File: src/pwm_timer_pkg.sv
// Package: register map, field layout, modes and prescaler constants of the PWM timer
package pwm_timer_pkg;

    // ==========================================================
    // Register byte offsets
    localparam logic [7:0] OFS_CTRL = 8'h00;
    localparam logic [7:0] OFS_CMP_A = 8'h04;
    localparam logic [7:0] OFS_CMP_B = 8'h08;
    localparam logic [7:0] OFS_COUNT = 8'h0C;
    localparam logic [7:0] OFS_STATUS = 8'h10;

    // ==========================================================
    // Field positions
    localparam int MODE_LSB = 0;
    localparam int ACT_B_LSB = 4;
    localparam int ACT_A_LSB = 6;
    localparam int CLKSEL_LSB = 8;
    localparam int OVF_BIT = 0;
    localparam int MATCH_A_BIT = 1;
    localparam int MATCH_B_BIT = 2;

    // ==========================================================
    // Reset values
    localparam logic [7:0] COUNT_RESET = 8'h00;
    localparam logic [7:0] CMP_RESET = 8'h00;
    localparam logic [2:0] STATUS_RESET = 3'h0;

    // ==========================================================
    // Modes, actions, limits
    localparam logic [2:0] MODE_PC_FF = 3'h1;
    localparam logic [2:0] MODE_FAST_FF = 3'h3;
    localparam logic [2:0] MODE_PC_CMP = 3'h5;
    localparam logic [2:0] MODE_FAST_CMP = 3'h7;
    localparam logic [1:0] ACT_TOGGLE = 2'h1;
    localparam logic [1:0] ACT_NONINV = 2'h2;
    localparam logic [1:0] ACT_INV = 2'h3;
    localparam logic [7:0] VAL_BOTTOM = 8'h00;
    localparam logic [7:0] VAL_MAX = 8'hFF;

    // ==========================================================
    // Prescaler: select codes and low-bit masks (divide by 1, 8, 64, 256, 1024)
    localparam logic [2:0] CS_STOP = 3'h0;
    localparam logic [2:0] CS_DIV1 = 3'h1;
    localparam logic [2:0] CS_DIV8 = 3'h2;
    localparam logic [2:0] CS_DIV64 = 3'h3;
    localparam logic [2:0] CS_DIV256 = 3'h4;
    localparam logic [2:0] CS_DIV1024 = 3'h5;
    localparam logic [9:0] MASK_DIV8 = 10'h007;
    localparam logic [9:0] MASK_DIV64 = 10'h03F;
    localparam logic [9:0] MASK_DIV256 = 10'h0FF;
    localparam logic [9:0] MASK_DIV1024 = 10'h3FF;

    typedef struct packed {
        logic [20:0] unused;
        logic [2:0] clk_sel;
        logic [1:0] output_action_a;
        logic [1:0] output_action_b;
        logic wave_mode_upper_bit;
        logic [2:0] wave_mode_field;
    } ctrl_t;

    localparam ctrl_t CTRL_RESET = '0;

endpackage

File: src/pwm_timer.sv
// Top: 8-bit timer with fast and phase-correct PWM on two channels behind APB
// Contract
// - Modes 3 and 7 are fast PWM; top is 0xFF or compare A.
// - Fast PWM counts up to top, then clears to bottom on next tick.
// - Fast action 2: clear on match, set on wrap to bottom.
// - Fast action 3: set on match, clear on wrap to bottom.
// - Fast PWM sets overflow flag when counter reaches top.
// - Fast action 1 toggles channel A on match only with mode upper bit.
// - Top 0xFF gives a fast period of 256 ticks.
// - Prescaler divides the clock by 1, 8, 64, 256, 1024.
// - Fast compare bottom gives one-tick spike; max gives constant level.
// - Fast toggle gives 50% square wave, half clock at compare zero.
// - Compare values double buffered in PWM, loaded at update point.
// - Modes 1 and 5 are phase-correct; top is 0xFF or compare A.
// - Phase-correct counts up to top, down to bottom; top held one tick.
// - Phase-correct action 2 clears on up match, sets on down; 3 opposite.
// - Phase-correct sets overflow flag when counter reaches bottom.
// - Phase-correct action 1 toggles channel A only with mode upper bit.
// - Top 0xFF gives a phase-correct period of 510 ticks.
// - Phase-correct compare bottom holds low, max holds high (non-inverted).
// - Output takes up-match level without match when compare leaves max.
// - Fully synchronous; tick only enables counting, flag setting, output changes and PWM compare loads.
`timescale 1ns/1ns
`default_nettype none
module pwm_timer (
    input wire logic CLK,
    input wire logic RST_B,
    input wire logic PSEL,
    input wire logic PENABLE,
    input wire logic PWRITE,
    input wire logic [7:0] PADDR,
    input wire logic [31:0] PWDATA,
    output logic [31:0] PRDATA,
    output logic PREADY,
    output logic PSLVERR,
    output logic WAVE_OUT_A,
    output logic WAVE_OUT_B
);
    import pwm_timer_pkg::*;

    // ==========================================================
    // Register state
    ctrl_t ctrl_reg;
    logic [7:0] count_value_reg;
    logic [7:0] cmp_buf_reg [2];
    logic [7:0] cmp_act_reg [2];
    logic [2:0] status_reg;
    logic [9:0] presc_reg;
    logic dir_up_reg;
    logic block_reg;
    logic [1:0] seen_up_reg;
    logic [1:0] wave_reg;
    logic [31:0] prdata_reg;
    logic pready_reg;
    logic pslverr_reg;

    // ==========================================================
    // Decode
    logic setup_phase;
    logic access_done;
    logic wr_en;
    logic addr_ok;
    logic fast_mode;
    logic pc_mode;
    logic pwm_mode;
    logic [7:0] top_val;
    logic timer_tick;
    logic at_top;
    logic at_bottom;
    logic up_phase;
    logic [1:0] match;
    logic [1:0] act [2];

    assign setup_phase = PSEL && !PENABLE;
    assign access_done = PSEL && PENABLE && pready_reg;
    assign wr_en = access_done && PWRITE && !pslverr_reg;
    assign addr_ok = (PADDR == OFS_CTRL) || (PADDR == OFS_CMP_A) || (PADDR == OFS_CMP_B)
        || (PADDR == OFS_COUNT) || (PADDR == OFS_STATUS);

    // Mode decode and top selection
    assign fast_mode = (ctrl_reg.wave_mode_field == MODE_FAST_FF)
        || (ctrl_reg.wave_mode_field == MODE_FAST_CMP);
    assign pc_mode = (ctrl_reg.wave_mode_field == MODE_PC_FF)
        || (ctrl_reg.wave_mode_field == MODE_PC_CMP);
    assign pwm_mode = fast_mode || pc_mode;
    assign top_val = ctrl_reg.wave_mode_field[2] ? cmp_act_reg[0] : VAL_MAX;

    assign at_top = timer_tick && (count_value_reg == top_val);
    assign at_bottom = timer_tick && (count_value_reg == VAL_BOTTOM);
    // Bottom counts as the start of the up slope
    assign up_phase = dir_up_reg || (count_value_reg == VAL_BOTTOM);
    assign act[0] = ctrl_reg.output_action_a;
    assign act[1] = ctrl_reg.output_action_b;

    genvar gi;
    generate
        for (gi = 0; gi < 2; gi++) begin : g_match
            assign match[gi] = timer_tick && !block_reg
                && (count_value_reg == cmp_act_reg[gi]);
        end
    endgenerate

    // ==========================================================
    // Prescaler: free-running divider, tick is a one-cycle enable
    always_ff @(posedge CLK or negedge RST_B) begin
        if (!RST_B) begin
            presc_reg <= '0;
        end else begin
            presc_reg <= presc_reg + 10'h001;
        end
    end

    always_comb begin
        case (ctrl_reg.clk_sel)
            CS_DIV1: timer_tick = 1'b1;
            CS_DIV8: timer_tick = (presc_reg & MASK_DIV8) == MASK_DIV8;
            CS_DIV64: timer_tick = (presc_reg & MASK_DIV64) == MASK_DIV64;
            CS_DIV256: timer_tick = (presc_reg & MASK_DIV256) == MASK_DIV256;
            CS_DIV1024: timer_tick = presc_reg == MASK_DIV1024;
            default: timer_tick = 1'b0;
        endcase
    end

    // ==========================================================
    // APB slave: zero wait states, answer registered in the setup cycle
    always_ff @(posedge CLK or negedge RST_B) begin
        if (!RST_B) begin
            pready_reg <= 1'b0;
            pslverr_reg <= 1'b0;
            prdata_reg <= '0;
        end else begin
            pready_reg <= setup_phase;
            pslverr_reg <= setup_phase && !addr_ok;
            if (setup_phase && !PWRITE) begin
                case (PADDR)
                    OFS_CTRL: prdata_reg <= ctrl_reg;
                    OFS_CMP_A: prdata_reg <= {24'h000000, cmp_buf_reg[0]};
                    OFS_CMP_B: prdata_reg <= {24'h000000, cmp_buf_reg[1]};
                    OFS_COUNT: prdata_reg <= {24'h000000, count_value_reg};
                    OFS_STATUS: prdata_reg <= {29'h0, status_reg};
                    default: prdata_reg <= '0;
                endcase
            end else if (setup_phase) begin
                prdata_reg <= '0;
            end
        end
    end

    always_ff @(posedge CLK or negedge RST_B) begin
        if (!RST_B) begin
            ctrl_reg <= CTRL_RESET;
        end else if (wr_en && PADDR == OFS_CTRL) begin
            ctrl_reg <= {21'h0, PWDATA[10:0]};
        end
    end

    // ==========================================================
    // Compare buffers: loaded at the update point while in PWM
    generate
        for (gi = 0; gi < 2; gi++) begin : g_cmp
            logic cmp_wr;
            assign cmp_wr = wr_en && (PADDR == (gi == 0 ? OFS_CMP_A : OFS_CMP_B));
            always_ff @(posedge CLK or negedge RST_B) begin
                if (!RST_B) begin
                    cmp_buf_reg[gi] <= CMP_RESET;
                    cmp_act_reg[gi] <= CMP_RESET;
                end else begin
                    if (cmp_wr) begin
                        cmp_buf_reg[gi] <= PWDATA[7:0];
                    end
                    if (!pwm_mode && cmp_wr) begin
                        cmp_act_reg[gi] <= PWDATA[7:0];
                    end else if (!pwm_mode || (at_top && dir_up_reg)) begin
                        cmp_act_reg[gi] <= cmp_buf_reg[gi];
                    end
                end
            end
        end
    endgenerate

    // ==========================================================
    // Counter and direction
    always_ff @(posedge CLK or negedge RST_B) begin
        if (!RST_B) begin
            count_value_reg <= COUNT_RESET;
            dir_up_reg <= 1'b1;
            block_reg <= 1'b0;
        end else if (wr_en && PADDR == OFS_COUNT) begin
            count_value_reg <= PWDATA[7:0];
            block_reg <= 1'b1;
        end else if (timer_tick) begin
            block_reg <= 1'b0;
            if (fast_mode) begin
                dir_up_reg <= 1'b1;
                count_value_reg <= at_top ? VAL_BOTTOM : count_value_reg + 8'h01;
            end else if (pc_mode) begin
                if (dir_up_reg && at_top) begin
                    dir_up_reg <= 1'b0;
                    count_value_reg <= (top_val == VAL_BOTTOM) ? VAL_BOTTOM
                        : count_value_reg - 8'h01;
                end else if (!dir_up_reg && at_bottom) begin
                    dir_up_reg <= 1'b1;
                    count_value_reg <= (top_val == VAL_BOTTOM) ? VAL_BOTTOM
                        : count_value_reg + 8'h01;
                end else if (dir_up_reg) begin
                    count_value_reg <= count_value_reg + 8'h01;
                end else begin
                    count_value_reg <= count_value_reg - 8'h01;
                end
            end else begin
                dir_up_reg <= 1'b1;
                count_value_reg <= count_value_reg + 8'h01;
            end
        end
    end

    // ==========================================================
    // Status flags: write one to clear, hardware set wins
    logic [2:0] flag_set;
    logic [2:0] flag_clr;
    assign flag_set[OVF_BIT] = (fast_mode && at_top)
        || (pc_mode && at_bottom && !dir_up_reg)
        || (!pwm_mode && timer_tick && count_value_reg == VAL_MAX);
    assign flag_set[MATCH_A_BIT] = match[0];
    assign flag_set[MATCH_B_BIT] = match[1];
    assign flag_clr = (wr_en && PADDR == OFS_STATUS) ? PWDATA[2:0] : 3'h0;

    always_ff @(posedge CLK or negedge RST_B) begin
        if (!RST_B) begin
            status_reg <= STATUS_RESET;
        end else begin
            status_reg <= (status_reg & ~flag_clr) | flag_set;
        end
    end

    // ==========================================================
    // Waveform outputs, held across counter writes and mode changes
    generate
        for (gi = 0; gi < 2; gi++) begin : g_wave
            logic toggle_ok;
            logic top_cmp_new;
            logic pc_match;
            logic up_level;
            assign toggle_ok = (gi == 0) && ctrl_reg.wave_mode_upper_bit;
            assign top_cmp_new = cmp_buf_reg[gi] == top_val;
            assign pc_match = match[gi] && (cmp_act_reg[gi] != top_val);
            assign up_level = act[gi] == ACT_INV;

            always_ff @(posedge CLK or negedge RST_B) begin
                if (!RST_B) begin
                    wave_reg[gi] <= 1'b0;
                    seen_up_reg[gi] <= 1'b0;
                end else if (fast_mode) begin
                    if (act[gi] == ACT_TOGGLE) begin
                        if (toggle_ok && match[gi]) begin
                            wave_reg[gi] <= !wave_reg[gi];
                        end
                    end else if (act[gi][1] && at_top) begin
                        wave_reg[gi] <= act[gi] == ACT_NONINV;
                    end else if (act[gi][1] && match[gi]) begin
                        wave_reg[gi] <= act[gi] == ACT_INV;
                    end
                end else if (pc_mode) begin
                    if (at_top && dir_up_reg) begin
                        seen_up_reg[gi] <= 1'b0;
                    end else if (pc_match && up_phase) begin
                        seen_up_reg[gi] <= 1'b1;
                    end
                    if (act[gi] == ACT_TOGGLE) begin
                        if (toggle_ok && match[gi]) begin
                            wave_reg[gi] <= !wave_reg[gi];
                        end
                    end else if (act[gi][1] && at_top && dir_up_reg) begin
                        if (top_cmp_new) begin
                            wave_reg[gi] <= !up_level;
                        end else if (!seen_up_reg[gi] && !(pc_match && up_phase)) begin
                            wave_reg[gi] <= up_level;
                        end
                    end else if (act[gi][1] && pc_match) begin
                        wave_reg[gi] <= up_phase ? up_level : !up_level;
                    end
                end
            end
        end
    endgenerate

    // ==========================================================
    // Outputs straight from flip-flops
    assign PRDATA = prdata_reg;
    assign PREADY = pready_reg;
    assign PSLVERR = pslverr_reg;
    assign WAVE_OUT_A = wave_reg[0];
    assign WAVE_OUT_B = wave_reg[1];
endmodule
`default_nettype wire

File: config.mk
export PLATFORM = sky130hd
export DESIGN_NAME = pwm_timer
export DESIGN_NICKNAME = d
export VERILOG_FILES = /design/src/pwm_timer_pkg.sv /design/src/pwm_timer.sv
export SDC_FILE = /design/constraint.sdc
export NUM_CORES = 1
export LEC_CHECK = 0
export BUFFER_PORTS_ARGS = -buffer_cell sky130_fd_sc_hd__buf_4
export CAP_MARGIN = 15
export CORE_UTILIZATION = 60
export CTS_CLUSTER_SIZE = 30
export DETAILED_ROUTE_END_ITERATION = 12
export PLACE_DENSITY = 0.83
export SLEW_MARGIN = 20
export SYNTH_ARGS = -nofsm -noshare
export SYNTH_HDL_FRONTEND = slang
export SYNTH_SLANG_ARGS = --single-unit
File: constraint.sdc
create_clock -name CLK -period 5.97 [get_ports CLK]
set_input_delay 0.597 -clock CLK [delete_from_list [all_inputs] [get_ports CLK]]
set_output_delay 0.597 -clock CLK [all_outputs]
set_load 0.05 [all_outputs]
### Word level (Yosys, flattened, before mapping)

Index checks and enable logic that the tools add are counted.

* bits in registers: 104
* word-level logic and storage cells: 202
* input port bits: 45
* output and inout bits: 36

* $add $sub $neg: 3
* reductions and logical operators: 83
* mux-type cells: 53
* equal/unequal tests: 36
* bitwise operators: 6

Operators with widths (count)
* $mux 8: 15
* $mux 32: 2
* $pmux 11 s5: 1
* $logic_and 1x1->1: 41
* $eq 8x8->1: 5
* $mux 1: 33
* $logic_not 8->1: 3
* $eq 8x4->1 const B: 2
* $eq 8x8->1 const B: 2
* $ne 8x8->1: 2
* $eq 3x3->1 const B: 5
* $logic_not 1->1: 14
* $reduce_bool 2->1: 7
* $logic_or 1x1->1: 11
* $add 10x1->10 const B: 1
* $eq 10x10->1 const B: 1
* $eq 3x2->1 const B: 3
* $reduce_and 3->1: 3
* $add 8x1->8 const B: 1
* $eq 2x2->1 const B: 4
* $eq 8x3->1 const B: 1
* $eq 8x5->1 const B: 1
* $sub 8x1->8 const B: 1
* $eq 3x1->1 const B: 2
* other kinds (17): 20

### Logic depth before layout (Yosys ltp)

* depth in word-level cells: 14
* depth in mapped cells: 12
* depth with buffers taken out: 10

### Least setup slack after synthesis

Ideal clock, no wire load.

* path kind: input to register
* start: input port PADDR[5]
* end: register cmp_act_reg[10] (netlist bit)
* arrival: 2358 ps
* library setup time: 132 ps
* path buffers: 2
* stages on the path: 8
* required time: 5838 ps
* slack: 3480 ps
* cells stage by stage: or4_1 -> nor4_2 -> and3_1 -> buf_2 -> nor2b_1 -> buf_4 -> mux2i_1 -> o21ai_1

* word-level cells in the longest chain between the ends: 4
* elaborated cells on any way between the ends: 5
* those cells by class: eq/ne (1); mux (1); reduce/logical (3)

RTL lines
* from (decl): line pwm_timer.sv:31 `input wire logic [7:0] PADDR,`
* $eq 8x3->1 *: line pwm_timer.sv:162 `assign cmp_wr = wr_en && (PADDR == (gi == 0 ? OFS_CMP_A : OFS_CMP_B));`
* $logic_and 1x1->1 *: line pwm_timer.sv:162
* $logic_and 1x1->1 *: line pwm_timer.sv:171 `if (!pwm_mode && cmp_wr) begin`
* $mux 8 / $reduce_bool 2->1 (equally long branches)
* to (signal, indexed assignment): line pwm_timer.sv:172 `cmp_act_reg[gi] <= PWDATA[7:0];`
* to (signal, indexed assignment): line pwm_timer.sv:174 `cmp_act_reg[gi] <= cmp_buf_reg[gi];`
* to (decl): line pwm_timer.sv:46 `logic [7:0] cmp_act_reg [2];`

Mark *: on every way between the ends. The rest lies on a longest branch, timed or not.
A chain may end at the register's enable or synchronous reset.

### Worst setup path in the final report

* start: register ctrl_reg[2] (netlist bit)
* end: register wave_reg[1], in the netlist WAVE_OUT_B

* word-level cells in the longest chain between the ends: 9
* elaborated cells on any way between the ends: 30
* those cells by class: eq/ne (9); mux (8); reduce/logical (13)

RTL lines
* from (decl): line pwm_timer.sv:43 `ctrl_t ctrl_reg;`
* from (signal assigned): line pwm_timer.sv:153 `ctrl_reg <= {21'h0, PWDATA[10:0]};`
* $mux 8: line pwm_timer.sv:86 `assign top_val = ctrl_reg.wave_mode_field[2] ? cmp_act_reg[0] : VAL_MAX;`
* $eq 8x8->1: line pwm_timer.sv:88 `assign at_top = timer_tick && (count_value_reg == top_val);`
* $logic_and 1x1->1: line pwm_timer.sv:88
* $logic_and 1x1->1: line pwm_timer.sv:258, pwm_timer.sv:273
* $logic_and 1x1->1: line pwm_timer.sv:273 `end else if (act[gi][1] && at_top && dir_up_reg) begin`
* $mux 1: line pwm_timer.sv:273
* $mux 1: line pwm_timer.sv:269 `if (act[gi] == ACT_TOGGLE) begin`
* $mux 1: line pwm_timer.sv:263 `end else if (pc_mode) begin`
* $mux 1: line pwm_timer.sv:253 `end else if (fast_mode) begin`
* to (signal, indexed assignment): line pwm_timer.sv:256 `wave_reg[gi] <= !wave_reg[gi];`
* to (signal, indexed assignment): line pwm_timer.sv:271 `wave_reg[gi] <= !wave_reg[gi];`
* to (signal, indexed assignment): line pwm_timer.sv:275 `wave_reg[gi] <= !up_level;`
* to (decl): line pwm_timer.sv:52 `logic [1:0] wave_reg;`

Several ways; a longest one is shown, not always the timed one. The select of a mux whose other input is x is not followed.

==> summary.md <==
| Metric | Value |
|---|---|
| Clock Skews | approximately 0.014 ns |
| Clock Pin Slew Worst Setup and Hold Paths | 0.10 ns |
| Final ANT Viol Nets | 0 |
| Post-synthesis area per instance | approximately 9.5 sq um |
| Critical R2R Capture | WAVE_OUT_B |
| Pwr Density | 194.2 nW/um^2 |
| Die area | slightly below 10,000 sq um |
| XOR/XNOR Fraction of Synth Area | 6.689% |
| Crit path buffers/inverters | 1 |
| Die X | 98.87 um |
| Crit-path max FO | 26 |
| VDD IR max | 157.0 uV |
| Count of different cell masters after synthesis | 74 |
| CP Launch Type | flop |
| Post-synth EDFFs | 0 |
| Post-synthesis adder-cell area fraction | 1.111% |
| Grt ovf | 0 |
| Die Ht | between 90 and 100 um |
| Max_cap viols | 0 |
| Netlist Area Pre-Place | between 5000 and 6000 sq um |
| Outcome | completed |
| CP required | roughly 6.2 ns |
| Vias in the first global route | 4,652 |
| Reg area | around 2100 sq um |
| Initial core utilization | roughly 63% |
| Yosys warnings | 0 |
| Critical setup path kind | reg -> reg |
| P_leak | 2.555 nW |
| Synth Area in Compound Gates | between 10% and 20% |
| Setup repair bufs after CTS | 0 |
| Avg WL per Cell | 21.35 um |
| H-tree depth | 3 |
| Largest area contributor in the netlist | dfrtp_1 |
| Clock sinks | 83 |
| Root buf cell | clkbuf_8 |
| Worst path cell trace | inv_2, o22a_1, a2111oi_4, nand4_4, nor2_4, mux2i_1, o2111ai_1, mux2_1 |
| Initial DRC count | between 500 and 600 |
| Share of cells above drive strength 1 | 18.75% |
| DP HPWL | 10,660 um |
| Rows | 34 |
| Area occupied by multi-input gates | roughly 3200 sq um |
| Hold WC Path Type | in -> async |
| Synth Flop Type | dfrtp_1 |
| Synth area leaders | dfrtp_1, mux2_2, nand2_1 |
| Gate Count Post-Synth | just under 600 |
| R2r setup slk | about 2.7 ns |
| DRC violations left | 0 |
| Worst rel slew slack | between 30% and 40% |
| IO Port Bufs | 38 |
| Final setup fails | 0 |
| Post-route cell area | roughly 6000 sq um |
| First-pass GRT wire length | ~24,000 um |
| I/O pin cnt | between 80 and 90 |
| Clock buffer count from CTS | 9 |
| Deepest clock path buffer count | 2 |
| Crit end category | flop |
| Cell Area, Placed | around 5800 sq um |
| Vias/cell | around 6.7 |
| Post_cts resized | 0 |
| Antenna Cells | 0 |
| RSZ-0062 raised after global routing | false |
| Worst Tran Pin Value | between 0.9 and 1 ns |
| Routability cong. | about 0.95 |
| Top cell type's share of synthesized area | approximately 36% |
| Mux contribution to synthesized area | a little under an eighth |
| Fin crit period | between 3 and 4 ns |
| # fillers | 702 |
| Final worst slack | about 2.7 ns |
| Area growth syn-to-layout | 6.511% |
| Pre-antenna DRT Iters | 9 |
| CTS Hold Bufs | 0 |
| Data arrival time of the worst path | 3.52 ns |
| Seq/Total Area, Yosys | between 30% and 40% |
| Via Count | 4,787 |
| Largest family of logic cells by synthesized area | simple AND/OR/NAND/NOR gates |
| GRT Resource Usage Total | between 30% and 40% |
| CP delay by family, top | flip-flops |
| Simple-gate share of the synthesized area | a little under a fifth |
| Dpl ws | ~2.6 ns |
| Setup TNS | 0 ns |
| Largest net degree at the start of global routing | between 80 and 90 |
| Initial antenna violation count | 0 |
| Max Freq | between 300 and 400 MHz |
| Slowest cell on the critical path | dfrtp_1 |
| Clock Latency Late Sink | about 0.37 ns |
| Fin util | a little under 70% |
| Post-Route WL | 15,290 um |
| Ys async rst share | 100.0% |
| Final #Nets | ~650 |
| Slowest stage delay, CP | ~0.9 ns |
| TritonCTS clock tree | built |
| FF-to-FF path depth | 8 |
| Core ar. | between 8000 and 9000 sq um |
| Critical R2R Launch | ctrl_reg[2] |
| Final Hold Fails | 0 |
| Slew Viols, Final | 0 |
| Period utilization | around 55% |
| Synth Register Bits | 83 |
-- cells in the final DEF, fill, tap and decap left out, drive strengths merged, types with 5 or more instances in the layout --
master	synthesis	routed
dfrtp	82	82
a21oi	21	21
a32oi	11	11
nor2b	8	8
and2	6	6
clkbuf	18	9
nor3b	7	7
o31ai	8	8
nor2	27	27
o21ai	46	46
and3	8	8
xor2	17	17
nor3	9	9
xnor2	26	26
buf	44	39
mux2i	20	20
a31oi	7	7
nand4bb	7	7
nand2	66	66
o211ai	6	6
nand3	22	22
a211oi	6	6
ha	5	5
a22o	6	6
conb	1	21
mux2	32	32
inv	14	18
mux4	5	5
nand4	7	7
-- per-layer routing --
layer / vias up / global-route usage [%] / part of all wire (%)
met5: - / 0 / 0
met4: 0 / 14.58 / 3.5
met3: 51 / 8.085 / 9.1
met2: 254 / 50.46 / 47
met1: 2331 / 43.04 / 40
li1: 2151 / - / -
-- where the power goes --
group / leakage, nW / internal, mW / switching, mW / total, mW
combinational: 1.35 / 0.0523 / 0.0996 / 0.152
sequential: 1.10 / 0.571 / 0.0325 / 0.603
clock: 0.103 / 0.166 / 0.243 / 0.409
total: 2.55 / 0.789 / 0.375 / 1.16
-- logic make-up after synthesis --
kind of cell | count (synthesis)
other | 1
AND/OR/NAND/NOR | 186
multiplexers | 57
adder cells (fa/ha/maj) | 5
flip-flops | 83
AO/OA/AOI/OAI | 143
XOR/XNOR | 43
buffers and inverters | 77
-- layout make-up --
cell class / count / area share, %
clock buffer: 9 / 2.066
clock inverter: 7 / 1.273
inverter: 15 / 0.9389
multi-input combinational: 455 / 53.87
sequential: 83 / 34.65
tap: 108 / 2.253
timing repair buffer: 39 / 4.945
-- stage by stage --
| stage | power (mW) | instances | hold WS (ns) |
|---|---|---|---|
| 6_report | 1.164 | 716 | 0.2172 |
| 3_3_place_gp | 0.7574 | 700 | 0.4536 |
| 5_1_grt | 1.208 | 716 | 0.3258 |
| 3_5_place_dp | 0.7628 | 700 | 0.4592 |
| 4_1_cts | 1.172 | 716 | 0.4413 |
| 2_1_floorplan | 0.7247 | 615 | 0.3014 |
-- worst max path at each step --
stage | depth (start not counted) | slack (ns) | end | from
after floorplan | 8 | 3.48 | cmp_act_reg[10] | PADDR[5]
after global placement | 7 | 2.60 | cmp_act_reg[14] | PADDR[5]
after detailed placement | 7 | 2.55 | cmp_act_reg[10] | PADDR[5]
after CTS | 8 | 2.82 | WAVE_OUT_B | ctrl_reg[2]
after global routing | 8 | 2.57 | WAVE_OUT_B | ctrl_reg[2]
final | 8 | 2.70 | WAVE_OUT_B | ctrl_reg[2]
-- synth_stat cells (all sizes together), types with 2 or more instances --
cell and count:
nor2 27, o21ai 46, buf 44, o211ai 6, nor2b 8, o221ai 3, clkbuf 18, nand4 7
a21o 2, a32oi 11, a22o 6, a31oi 7, a211oi 6, o41ai 2, nor4bb 2, a2111oi 2
a221oi 4, a21boi 4, xnor2 26, o31ai 8, o22ai 4, and2 6, nand3 22, and3 8
xor2 17, nor3b 7, mux2i 20, dfrtp 82, nand4bb 7, or4 4, nand2 66, ha 5
a21oi 21, and4 2, nor3 9, mux2 32, mux4 5, nand3b 4, nor4 4, inv 14
Power figures use the tool's default switching activity.
